==> config.mk <==
export PLATFORM = sky130hd
export DESIGN_NAME = slm_top
export DESIGN_NICKNAME = d
export VERILOG_FILES = /design/src/common/slm_pkg.sv /design/src/hdl/slm_chan.sv /design/src/hdl/slm_sync.sv /design/src/hdl/slm_top.sv
export SDC_FILE = /design/constraint.sdc
export NUM_CORES = 2
export LEC_CHECK = 0
export ABC_CLOCK_PERIOD_IN_PS = 45600
export BUFFER_PORTS_ARGS = -buffer_cell sky130_fd_sc_hd__buf_2
export CAP_MARGIN = 20
export CORE_MARGIN = 2
export CORE_UTILIZATION = 60
export DETAILED_ROUTE_END_ITERATION = 6
export PLACE_DENSITY = 0.77
export SKIP_LAST_GASP = 1
export SYNTH_ARGS = -nofsm -noshare
export SYNTH_HDL_FRONTEND = slang
export SYNTH_SLANG_ARGS = --single-unit
==> constraint.sdc <==
create_clock -name SYS_CLK -period 45.6 [get_ports SYS_CLK]
set_input_delay 4.56 -clock SYS_CLK [delete_from_list [all_inputs] [get_ports SYS_CLK]]
set_output_delay 4.56 -clock SYS_CLK [all_outputs]
set_load 0.005 [all_outputs]
==> src/common/slm_pkg.sv <==
/*
  Shared constants and types for the safely limited speed monitor: register map,
  field layout, reset values, timing base and channel state encoding.
  Assumes a 50 MHz system clock and speed words in units of 0.1 rpm.
*/
package slm_pkg;
  // sizes
  localparam int NUM_CH = 4;
  localparam int NUM_DI = 8;
  localparam int NUM_DO = 8;
  localparam int SEL_W = 3;
  localparam int SPD_W = 16;
  localparam int TIME_W = 16;
  localparam int ADDR_W = 8;
  localparam int DATA_W = 32;
  localparam int EVT_W = 2 * NUM_CH;
  // timing base: all delays count 1 ms ticks
  localparam int CLK_PERIOD_NS = 20;
  localparam int TICK_PERIOD_NS = 1000000;
  // per-channel register block, channel c sits at c * CH_STRIDE
  localparam logic [ADDR_W-1:0] CH_STRIDE = 8'h20;
  localparam logic [ADDR_W-1:0] CH_OFF_MASK = 8'h1F;
  localparam logic [ADDR_W-1:0] OFF_CTRL = 8'h00;
  localparam logic [ADDR_W-1:0] OFF_LIM_NEG = 8'h04;
  localparam logic [ADDR_W-1:0] OFF_LIM_POS = 8'h08;
  localparam logic [ADDR_W-1:0] OFF_TRIP_NEG = 8'h0C;
  localparam logic [ADDR_W-1:0] OFF_TRIP_POS = 8'h10;
  localparam logic [ADDR_W-1:0] OFF_ACT_DLY = 8'h14;
  localparam logic [ADDR_W-1:0] OFF_MOD_DLY = 8'h18;
  localparam logic [ADDR_W-1:0] OFF_RAMP = 8'h1C;
  // global registers
  localparam logic [ADDR_W-1:0] OFF_STATUS = 8'h80;
  localparam logic [ADDR_W-1:0] OFF_MASK = 8'h84;
  localparam logic [ADDR_W-1:0] OFF_STATE = 8'h88;
  localparam logic [ADDR_W-1:0] OFF_CFG = 8'h8C;
  // control word fields
  localparam int CTRL_W = 11;
  localparam int CTRL_ACT_LSB = 0;
  localparam int ACT_W = 2;
  localparam int CTRL_ACK_BIT = 2;
  localparam int CTRL_RAMP_BIT = 3;
  localparam int CTRL_MODD_BIT = 4;
  localparam int CTRL_IN_LSB = 5;
  localparam int CTRL_OUT_LSB = 8;
  localparam int RAMP_INIT_LSB = 16;
  localparam int CFG_ENC_BIT = 0;
  localparam logic [ACT_W-1:0] ACT_V1 = 2'h1;
  // reset values: version 1, auto ack, ramp monitoring, delayed modulation reaction
  localparam logic [CTRL_W-1:0] CTRL_RST = 11'h01D;
  localparam logic [SPD_W-1:0] LIM_NEG_RST = 16'hF830;   // -200.0 rpm
  localparam logic [SPD_W-1:0] LIM_POS_RST = 16'h07D0;   // 200.0 rpm
  localparam logic [SPD_W-1:0] TRIP_NEG_RST = 16'hF63C;  // -250.0 rpm
  localparam logic [SPD_W-1:0] TRIP_POS_RST = 16'h09C4;  // 250.0 rpm
  localparam logic [TIME_W-1:0] ACT_DLY_RST_MS = 16'h0FA0;  // 4000 ms
  localparam logic [TIME_W-1:0] MOD_DLY_RST_MS = 16'h0000;  // 0 ms
  localparam logic [SPD_W-1:0] RAMP_STEP_RST = 16'h0008;    // 0.8 rpm per ms
  localparam logic [TIME_W-1:0] RAMP_INIT_RST_MS = 16'h0064; // 100 ms
  typedef enum logic [1:0] {
    SLM_IDLE = 2'b00,
    SLM_RAMP = 2'b01,
    SLM_ACTIVE = 2'b10,
    SLM_ACKWAIT = 2'b11
  } slm_state_t;
endpackage

==> src/hdl/slm_chan.sv <==
/*
  One speed limit supervision channel: request handling, activation by time
  delay or monitored ramp, modulation loss reaction, trip latch and indication.
  Assumes synchronous inputs, a one-cycle 1 ms tick and a one-cycle ack pulse.
*/
`timescale 1ns/100ps
module slm_chan (
  input wire logic clk,
  input wire logic rst,
  input wire logic en,
  input wire logic ack_auto,
  input wire logic ramp_mode,
  input wire logic mod_delay_mode,
  input wire logic encoder_used,
  input wire logic signed [slm_pkg::SPD_W-1:0] lim_neg,
  input wire logic signed [slm_pkg::SPD_W-1:0] lim_pos,
  input wire logic signed [slm_pkg::SPD_W-1:0] trip_neg,
  input wire logic signed [slm_pkg::SPD_W-1:0] trip_pos,
  input wire logic [slm_pkg::TIME_W-1:0] act_dly,
  input wire logic [slm_pkg::TIME_W-1:0] mod_dly,
  input wire logic [slm_pkg::SPD_W-1:0] ramp_step,
  input wire logic [slm_pkg::TIME_W-1:0] ramp_init,
  input wire logic ms_tick,
  input wire logic req,
  input wire logic modulating,
  input wire logic ack_pulse,
  input wire logic signed [slm_pkg::SPD_W-1:0] speed,
  output logic ind,
  output logic trip
);
  import slm_pkg::*;
  slm_state_t st_r, st_nxt;
  logic [TIME_W-1:0] cnt_r, cnt_nxt, mod_cnt_r, mod_cnt_nxt;
  logic [SPD_W:0] env_r, env_nxt;
  logic trip_r, trip_nxt;

  // speed classification against the configured bounds
  wire signed [SPD_W:0] spd_x = {speed[SPD_W-1], speed};
  wire [SPD_W:0] abs_spd = spd_x[SPD_W] ? -spd_x : spd_x;
  wire in_lim = (speed >= lim_neg) && (speed <= lim_pos);
  wire over_rev = speed < trip_neg;
  wire over_fwd = speed > trip_pos;
  wire supv = (st_r == SLM_ACTIVE) || (st_r == SLM_ACKWAIT);
  // with encoder feedback modulation loss is not a fault at all
  wire mod_lost = !modulating && !encoder_used;
  wire mod_trip = mod_lost && (!mod_delay_mode || mod_cnt_r >= mod_dly);
  wire ramp_trip = ramp_mode && (abs_spd > env_r);
  wire [SPD_W:0] step_x = {1'b0, ramp_step};
  wire [SPD_W:0] env_dec = (env_r > step_x) ? env_r - step_x : '0;
  wire tick_cnt = ms_tick && !(&cnt_r);
  wire tick_mod = ms_tick && !(&mod_cnt_r);

  // next state; trip set wins over the acknowledge clear
  always_comb begin
    st_nxt = st_r;
    cnt_nxt = cnt_r;
    env_nxt = env_r;
    mod_cnt_nxt = (st_r == SLM_RAMP && mod_lost) ? mod_cnt_r + TIME_W'(tick_mod) : '0;
    trip_nxt = trip_r && !(ack_pulse && !req);
    unique case (st_r)
      SLM_IDLE: begin
        if (req) begin
          st_nxt = in_lim ? SLM_ACTIVE : SLM_RAMP;
          cnt_nxt = '0;
          env_nxt = abs_spd;
        end
      end
      SLM_RAMP: begin
        cnt_nxt = cnt_r + TIME_W'(tick_cnt);
        // envelope holds during the initial allowance, then falls per ms
        if (ramp_mode && ms_tick && cnt_r >= ramp_init) begin
          env_nxt = env_dec;
        end
        if (!req) begin
          st_nxt = SLM_IDLE;
        end else if (ramp_mode ? in_lim : (cnt_r >= act_dly)) begin
          st_nxt = SLM_ACTIVE;
        end
        if (req && (ramp_trip || mod_trip)) begin
          trip_nxt = 1'b1;
        end
      end
      SLM_ACTIVE: begin
        if (!req && !ack_auto) begin
          st_nxt = SLM_ACKWAIT;
        end else if (!req && in_lim) begin
          st_nxt = SLM_IDLE;
        end
      end
      SLM_ACKWAIT: begin
        if (req) begin
          st_nxt = SLM_ACTIVE;
        end else if (ack_pulse) begin
          st_nxt = SLM_IDLE;
        end
      end
    endcase
    if (supv && (over_rev || over_fwd)) begin
      trip_nxt = 1'b1;
    end
    if (!en) begin
      st_nxt = SLM_IDLE;
      trip_nxt = 1'b0;
    end
  end

  // state registers
  always_ff @(posedge clk or posedge rst) begin
    if (rst) begin
      st_r <= SLM_IDLE;
      cnt_r <= '0;
      mod_cnt_r <= '0;
      env_r <= '0;
      trip_r <= 1'b0;
    end else begin
      st_r <= st_nxt;
      cnt_r <= cnt_nxt;
      mod_cnt_r <= mod_cnt_nxt;
      env_r <= env_nxt;
      trip_r <= trip_nxt;
    end
  end

  assign ind = supv;
  assign trip = trip_r;
endmodule

==> src/hdl/slm_sync.sv <==
/*
  Two-stage synchroniser for a group of pin levels.
  Assumes each bit is an independent slow level; no bus coherency is implied.
*/
`timescale 1ns/100ps
module slm_sync #(
  parameter int W = 1
) (
  input wire logic clk,
  input wire logic rst,
  input wire logic [W-1:0] d,
  output logic [W-1:0] q
);
  logic [W-1:0] meta_r;

  // a zero-width group has nothing to carry
  if (W < 1) begin : g_bad_w
    $error("W must be at least 1");
  end

  // first stage feeds only the second stage
  always_ff @(posedge clk or posedge rst) begin
    if (rst) begin
      meta_r <= '0;
      q <= '0;
    end else begin
      meta_r <= d;
      q <= meta_r;
    end
  end
endmodule

==> src/hdl/slm_top.sv <==
/*
  Safely limited speed monitor top: APB register file, pin synchronisers,
  1 ms tick, four supervision channels, input and output routing, interrupt.
  Assumes SPEED is produced by logic on SYS_CLK; DIN, MODULATING and
  ACK_BUTTON are asynchronous pins.
*/
`timescale 1ns/100ps
module slm_top #(
  parameter int TICK_CYCLES = slm_pkg::TICK_PERIOD_NS / slm_pkg::CLK_PERIOD_NS
) (
  input wire logic SYS_CLK,
  input wire logic RST,
  input wire logic PSEL,
  input wire logic PENABLE,
  input wire logic PWRITE,
  input wire logic [slm_pkg::ADDR_W-1:0] PADDR,
  input wire logic [slm_pkg::DATA_W-1:0] PWDATA,
  output logic [slm_pkg::DATA_W-1:0] PRDATA,
  output logic PREADY,
  output logic PSLVERR,
  input wire logic signed [slm_pkg::SPD_W-1:0] SPEED,
  input wire logic [slm_pkg::NUM_DI-1:0] DIN,
  input wire logic MODULATING,
  input wire logic ACK_BUTTON,
  output logic [slm_pkg::NUM_DO-1:0] DOUT,
  output logic TRIP,
  output logic IRQ
);
  import slm_pkg::*;
  localparam int TICK_W = $clog2(TICK_CYCLES);
  localparam int PIN_W = NUM_DI + 2;
  localparam int PIN_MOD = NUM_DI;
  localparam int PIN_ACK = NUM_DI + 1;

  // refuse settings the tick counter or the select fields cannot serve
  if (TICK_CYCLES < 2) begin : g_bad_tick
    $error("TICK_CYCLES must be at least 2");
  end
  if (NUM_DI > (1 << SEL_W) || NUM_DO > (1 << SEL_W)) begin : g_bad_sel
    $error("select fields too narrow for pin count");
  end

  logic [PIN_W-1:0] pin_s;
  logic ack_d_r;
  logic [TICK_W-1:0] tick_cnt_r;
  logic tick_r;
  logic [CTRL_W-1:0] ctrl_r [NUM_CH];
  logic [SPD_W-1:0] lneg_r [NUM_CH];
  logic [SPD_W-1:0] lpos_r [NUM_CH];
  logic [SPD_W-1:0] tneg_r [NUM_CH];
  logic [SPD_W-1:0] tpos_r [NUM_CH];
  logic [TIME_W-1:0] adly_r [NUM_CH];
  logic [TIME_W-1:0] mdly_r [NUM_CH];
  logic [SPD_W-1:0] step_r [NUM_CH];
  logic [TIME_W-1:0] init_r [NUM_CH];
  logic [DATA_W-1:0] ch_rd [NUM_CH];
  logic [DATA_W-1:0] rd_acc [NUM_CH+1];
  logic [SEL_W-1:0] in_sel [NUM_CH];
  logic [SEL_W-1:0] out_sel [NUM_CH];
  logic [NUM_CH-1:0] ch_sel, en_w, req_w, ind_w, trip_w, ind_d_r, trip_d_r;
  logic [EVT_W-1:0] status_r, status_nxt, mask_r;
  logic cfg_enc_r;
  logic [NUM_DO-1:0] dout_nxt, dout_r;
  logic [DATA_W-1:0] prdata_r;

  // pins pass two flops before any logic looks at them
  slm_sync #(.W(PIN_W)) u_sync (
    .clk(SYS_CLK),
    .rst(RST),
    .d({ACK_BUTTON, MODULATING, DIN}),
    .q(pin_s)
  );
  wire ack_pulse = pin_s[PIN_ACK] && !ack_d_r;
  wire mod_s = pin_s[PIN_MOD];

  // 1 ms time base, shared by every channel's delays
  wire tick_wrap = tick_cnt_r == TICK_W'(TICK_CYCLES - 1);
  always_ff @(posedge SYS_CLK or posedge RST) begin
    if (RST) begin
      tick_cnt_r <= '0;
      tick_r <= 1'b0;
      ack_d_r <= 1'b0;
    end else begin
      tick_cnt_r <= tick_wrap ? '0 : tick_cnt_r + TICK_W'(1);
      tick_r <= tick_wrap;
      ack_d_r <= pin_s[PIN_ACK];
    end
  end

  // bus decode; the slave answers in the first access cycle
  wire apb_setup = PSEL && !PENABLE;
  wire apb_access = PSEL && PENABLE;
  wire aligned = PADDR[1:0] == 2'h0;
  wire [ADDR_W-1:0] off = PADDR & CH_OFF_MASK;
  wire [ADDR_W-1:0] ch_base = PADDR & ~CH_OFF_MASK;
  wire glb_hit = (PADDR == OFF_STATUS) || (PADDR == OFF_MASK) || (PADDR == OFF_STATE) || (PADDR == OFF_CFG);
  wire hit = aligned && ((|ch_sel) || glb_hit);
  wire apb_wr = apb_access && PWRITE && hit;

  // per-channel register block, settings and supervision instance
  for (genvar c = 0; c < NUM_CH; c++) begin : g_ch
    localparam logic [ADDR_W-1:0] BASE = ADDR_W'(c * CH_STRIDE);
    localparam logic [CTRL_W-1:0] CTRL_C = CTRL_RST | CTRL_W'(c << CTRL_IN_LSB) | CTRL_W'(c << CTRL_OUT_LSB);
    assign ch_sel[c] = aligned && (ch_base == BASE);
    wire wr = apb_wr && ch_sel[c];

    always_ff @(posedge SYS_CLK or posedge RST) begin
      if (RST) begin
        ctrl_r[c] <= CTRL_C;
        lneg_r[c] <= LIM_NEG_RST;
        lpos_r[c] <= LIM_POS_RST;
        tneg_r[c] <= TRIP_NEG_RST;
        tpos_r[c] <= TRIP_POS_RST;
        adly_r[c] <= ACT_DLY_RST_MS;
        mdly_r[c] <= MOD_DLY_RST_MS;
        step_r[c] <= RAMP_STEP_RST;
        init_r[c] <= RAMP_INIT_RST_MS;
      end else if (wr) begin
        if (off == OFF_CTRL) ctrl_r[c] <= PWDATA[CTRL_W-1:0];
        if (off == OFF_LIM_NEG) lneg_r[c] <= PWDATA[SPD_W-1:0];
        if (off == OFF_LIM_POS) lpos_r[c] <= PWDATA[SPD_W-1:0];
        if (off == OFF_TRIP_NEG) tneg_r[c] <= PWDATA[SPD_W-1:0];
        if (off == OFF_TRIP_POS) tpos_r[c] <= PWDATA[SPD_W-1:0];
        if (off == OFF_ACT_DLY) adly_r[c] <= PWDATA[TIME_W-1:0];
        if (off == OFF_MOD_DLY) mdly_r[c] <= PWDATA[TIME_W-1:0];
        if (off == OFF_RAMP) step_r[c] <= PWDATA[SPD_W-1:0];
        if (off == OFF_RAMP) init_r[c] <= PWDATA[RAMP_INIT_LSB +: TIME_W];
      end
    end

    // activity reads back as written, so value one shows the version
    assign en_w[c] = ctrl_r[c][CTRL_ACT_LSB +: ACT_W] == ACT_V1;
    assign in_sel[c] = ctrl_r[c][CTRL_IN_LSB +: SEL_W];
    assign out_sel[c] = ctrl_r[c][CTRL_OUT_LSB +: SEL_W];
    assign req_w[c] = pin_s[in_sel[c]];

    // read path; unused upper bits read as zero
    assign ch_rd[c] = !ch_sel[c] ? '0 :
      (off == OFF_CTRL) ? DATA_W'(ctrl_r[c]) :
      (off == OFF_LIM_NEG) ? DATA_W'(lneg_r[c]) :
      (off == OFF_LIM_POS) ? DATA_W'(lpos_r[c]) :
      (off == OFF_TRIP_NEG) ? DATA_W'(tneg_r[c]) :
      (off == OFF_TRIP_POS) ? DATA_W'(tpos_r[c]) :
      (off == OFF_ACT_DLY) ? DATA_W'(adly_r[c]) :
      (off == OFF_MOD_DLY) ? DATA_W'(mdly_r[c]) :
      {init_r[c], step_r[c]};
    assign rd_acc[c+1] = rd_acc[c] | ch_rd[c];

    slm_chan u_chan (
      .clk(SYS_CLK),
      .rst(RST),
      .en(en_w[c]),
      .ack_auto(ctrl_r[c][CTRL_ACK_BIT]),
      .ramp_mode(ctrl_r[c][CTRL_RAMP_BIT]),
      .mod_delay_mode(ctrl_r[c][CTRL_MODD_BIT]),
      .encoder_used(cfg_enc_r),
      .lim_neg(lneg_r[c]),
      .lim_pos(lpos_r[c]),
      .trip_neg(tneg_r[c]),
      .trip_pos(tpos_r[c]),
      .act_dly(adly_r[c]),
      .mod_dly(mdly_r[c]),
      .ramp_step(step_r[c]),
      .ramp_init(init_r[c]),
      .ms_tick(tick_r),
      .req(req_w[c]),
      .modulating(mod_s),
      .ack_pulse(ack_pulse),
      .speed(SPEED),
      .ind(ind_w[c]),
      .trip(trip_w[c])
    );
  end
  assign rd_acc[0] = '0;

  // output routing: several channels may share one output, ORed
  for (genvar k = 0; k < NUM_DO; k++) begin : g_do
    logic [NUM_CH-1:0] drv;
    for (genvar c = 0; c < NUM_CH; c++) begin : g_m
      assign drv[c] = ind_w[c] && (out_sel[c] == SEL_W'(k));
    end
    assign dout_nxt[k] = |drv;
  end

  // events: trip rising in low half, supervision start in high half
  wire [EVT_W-1:0] evt = {ind_w & ~ind_d_r, trip_w & ~trip_d_r};
  wire [EVT_W-1:0] w1c = (apb_wr && PADDR == OFF_STATUS) ? PWDATA[EVT_W-1:0] : '0;
  assign status_nxt = (status_r & ~w1c) | evt;

  // read data captured in setup so it comes from a flop in access
  wire [DATA_W-1:0] glb_rd =
    (PADDR == OFF_STATUS) ? DATA_W'(status_r) :
    (PADDR == OFF_MASK) ? DATA_W'(mask_r) :
    (PADDR == OFF_STATE) ? DATA_W'({mod_s, req_w, trip_w, ind_w}) :
    (PADDR == OFF_CFG) ? DATA_W'(cfg_enc_r) : '0;
  wire [DATA_W-1:0] rd_mux = hit ? (rd_acc[NUM_CH] | glb_rd) : '0;

  // global registers and output flops
  always_ff @(posedge SYS_CLK or posedge RST) begin
    if (RST) begin
      status_r <= '0;
      mask_r <= '0;
      cfg_enc_r <= 1'b0;
      ind_d_r <= '0;
      trip_d_r <= '0;
      dout_r <= '0;
      prdata_r <= '0;
    end else begin
      status_r <= status_nxt;
      if (apb_wr && PADDR == OFF_MASK) mask_r <= PWDATA[EVT_W-1:0];
      if (apb_wr && PADDR == OFF_CFG) cfg_enc_r <= PWDATA[CFG_ENC_BIT];
      ind_d_r <= ind_w;
      trip_d_r <= trip_w;
      dout_r <= dout_nxt;
      if (apb_setup && !PWRITE) prdata_r <= rd_mux;
    end
  end

  assign PRDATA = prdata_r;
  assign PREADY = 1'b1;
  assign PSLVERR = apb_access && !hit;
  assign DOUT = dout_r;
  assign TRIP = |trip_w;
  assign IRQ = |(status_r & mask_r);

  // helper: one-hot of channel 0 output select, for routing checks
  wire [NUM_DO-1:0] oh0_w = NUM_DO'(1) << out_sel[0];
endmodule

==> results.md <==
* Status: finished, final reports clean
* CP Max Fanout at 6
* Area fraction of the dominant cell type after synthesis at 0.304
* Core Region at 93600 um^2
* # port buffers at 113
* Netlist cell types at 87
* CP Class: input port to output pin
* Synth area leaders: dfrtp_1 30%, ha_1 13%, mux2_2 11%
* NumNets Final at 6526
* Post-synthesis async set-or-reset flop share at 1.00
* CP Cell Sequence: buf_2, o31a_1, nor3_1, nor2_1, buf_2
* Largest net degree at the start of global routing at 177
* Crit-path slowest cell: nor3_1
* M3 GR Usage at 0.116
* FF/Latch Area at 21900 um^2
* Finished Cell Area at 62400 um^2
* #FFs+latches synth at 867
* Psw at 509 uW
* Crit start category: input port
* GRT overflow at 0
* Setup ws final at 35.49 ns
* Hold Fails Final Rpt at 0
* Syn Inst Count at 5776
* Clock Power Share at 0.458
* Min Tclk post-route at 10.11 ns
* Sw frac at 0.272
* Area of the multi-input gates at 31500 um^2
* Post-Synthesis Cell Area at 56800 um^2
* Setup violators final at 0
* Leak at 0.0279 uW
* Row count at 112
* Layout cells sized above 1 at 0.207
* Drt pass-1 iters at 6
* Cts repair resizes at 0
* Number of global-route vias before repair at 47700
* Cts bufs inserted at 97
* Worst VDD drop at 0.0351 mV
* H-tree level count at 3
* Clock slew seen by the registers of the worst setup and hold paths at 0.06 ns
* Post-route DRC violation count at 0
* GRT met2 Usage at 0.634
* Warnings, synthesis at 0
* Clk sinks at 867
* Max Buffers Root-to-Sink at 3
* Most frequent cells in the layout: 691 x dfrtp_1, 645 x inv_1, 594 x ha_1
* Vias/cell at 6.77
* TritonCTS clock tree: yes
* CP max stage delay at 0.33 ns
* Most common flop cell mapped by yosys: dfrtp_1
* Sequential cell area fraction in the yosys report at 0.386
* CTS root buf: clkbuf_16
* Crit end category: output pin
* Synth area leader: dfrtp_1
* Worst skew pair latency at 0.72 ns
* Synthesis-to-finish area growth at 9.83%
* Initial antenna violation count at 8
* CP dominant cell by count: buf_2
* Min-Delay Path Class: flop to flop
* GRT Util Overall at 0.431
* Worst path bufs/invs at 2
* RePlAce Congestion at 1.06
* Hold Buf Count CTS at 0
* Relative slew slack at 0.104
* Setup TNS Final at 0 ns
* DR WL/cell at 29.5 um
* Placed inst area at 58900 um^2
* Met1 Use GR at 0.541
* DR vias at 48700
* Initial DRC count at 6304
* EDFF count, synth at 0
* Util after Layout at 0.666
* Sequential share of power at 0.421
* RSZ-0062 raised after global routing: no
* Arr. time, crit path at 5.55 ns
* Combinational share of power at 0.121
* First-pass GRT wire length at 310 mm
* Initial core utilization at 0.607
* Worst Skew at 0.0411 ns
* Maximum clock frequency at 98.9 MHz
* Leading cell type in the layout, fill and taps excluded: dfrtp_1
* Dpl ws at 35.50 ns
* Post-Route WL at 212 mm
* Worst-margin pin slew at 1.34 ns
* Ports at 115
* Post-CTS setup repair buffer count at 0
* Die height at 312 um
* ANT nets after route at 0
* CP top delay family: simple AND/OR/NAND/NOR gates
* WP data required at 41.04 ns
* DP Wirelength at 149 mm
* Max-slew violations at 0
* Gr busiest metal: met2
* Non-Filler Instances at 7203
* Die area at 97100 um^2
* Tcrit/Tclk final at 0.222
* Cell internal pwr at 1360 uW
* Dpl cells at 7008
* Pwr dens at 30.0 nW/um^2
* Max Cap Viol at 0
* Mapped Avg Cell Area at 9.83 um^2
* Die extent in x at 312 um
* Fillers at 7445
[state kept, by name (all words and copies together) (netlist names), 8 cells and up]
| name | cells |
|---|---|
| tick_cnt_r | 16 |
| step_r | 64 |
| status_r | 8 |
| mdly_r | 64 |
| g_ch.u_chan.st_r | 8 |
| u_sync.q | 10 |
| lneg_r | 64 |
| mask_r | 8 |
| ctrl_r | 44 |
| lpos_r | 64 |
| g_ch.u_chan.env_r | 68 |
| tneg_r | 64 |
| g_ch.u_chan.mod_cnt_r | 64 |
| PRDATA | 32 |
| adly_r | 64 |
| u_sync.meta_r | 10 |
| g_ch.u_chan.cnt_r | 64 |
| init_r | 64 |
| tpos_r | 64 |
| DOUT | 8 |
[Yosys cell counts (26+ instances only)]
cell type,instances
nand2_1,319
buf_2,36
a2111oi_0,29
a21oi_1,402
xor2_1,76
nor2b_1,52
a211oi_1,116
nor2_1,330
dfstp_2,176
o211ai_1,38
a22oi_1,72
nand4_1,110
a21o_1,110
nand3_1,108
mux4_2,26
xnor2_1,76
nand2b_1,41
a31oi_1,43
inv_1,646
ha_1,594
mux2_2,573
or3_1,51
o22ai_1,42
nor3_1,77
o21a_1,34
o21ai_0,229
and3_1,42
dfrtp_1,691
clkbuf_1,185
mux2i_1,87
[power groups by stage]
stage	Combinational [uW]	Clock, uW	Sequential [uW]
floorplan	138	0	798
global placement	212	0	800
detailed placement	217	0	800
CTS	219	857	787
global route	244	890	788
finish	227	857	788
[worst paths after layout]
check / slack [ns] / cells past startpoint / end / from
setup / recovery: 35.49 / 5 / PSLVERR / PADDR[4]
hold reg to reg: 0.35 / 0 / u_sync.q[9] / u_sync.meta_r[9]
min in group asynchronous: 4.03 / 2 / lpos_r[21] / RST
max in group asynchronous: 39.33 / 4 / mdly_r[53] / RST
setup reg to reg: 41.96 / 6 / g_ch[3].u_chan.trip / g_ch[3].u_chan.st_r[0]
hold / removal: 0.35 / 0 / u_sync.q[9] / u_sync.meta_r[9]
[cells by family after synthesis]
| group | synth area share |
|---|---|
| adder cells (fa/ha/maj) | 0.132 |
| AO/OA/AOI/OAI | 0.152 |
| other | 0.000132 |
| flip-flops | 0.386 |
| XOR/XNOR | 0.0234 |
| AND/OR/NAND/NOR | 0.106 |
| buffers and inverters | 0.0613 |
| multiplexers | 0.139 |
[per-stage QoR]
step	total power (uW)	hold slack (ns)
2_1_floorplan	936	0.331
3_3_place_gp	1010	0.332
3_5_place_dp	1020	0.336
4_1_cts	1860	0.349
5_1_grt	1920	0.354
6_report	1870	0.348
[per-layer routing]
metal | vias up | wire length [um]
li1 | 20900 | -
met1 | 23800 | 78400
met2 | 3071 | 89800
met3 | 888 | 24500
met4 | 10 | 19500
met5 | - | 77
[cell type report]
cell class / count / area share
multi-input combinational: 4012 / 0.505
sequential: 867 / 0.351
clock buffer: 141 / 0.0458
inverter: 648 / 0.0391
tap: 1254 / 0.0251
timing repair buffer: 231 / 0.0238
clock inverter: 43 / 0.00955
antenna: 7 / 0.000281
Power figures use the tool's default switching activity.
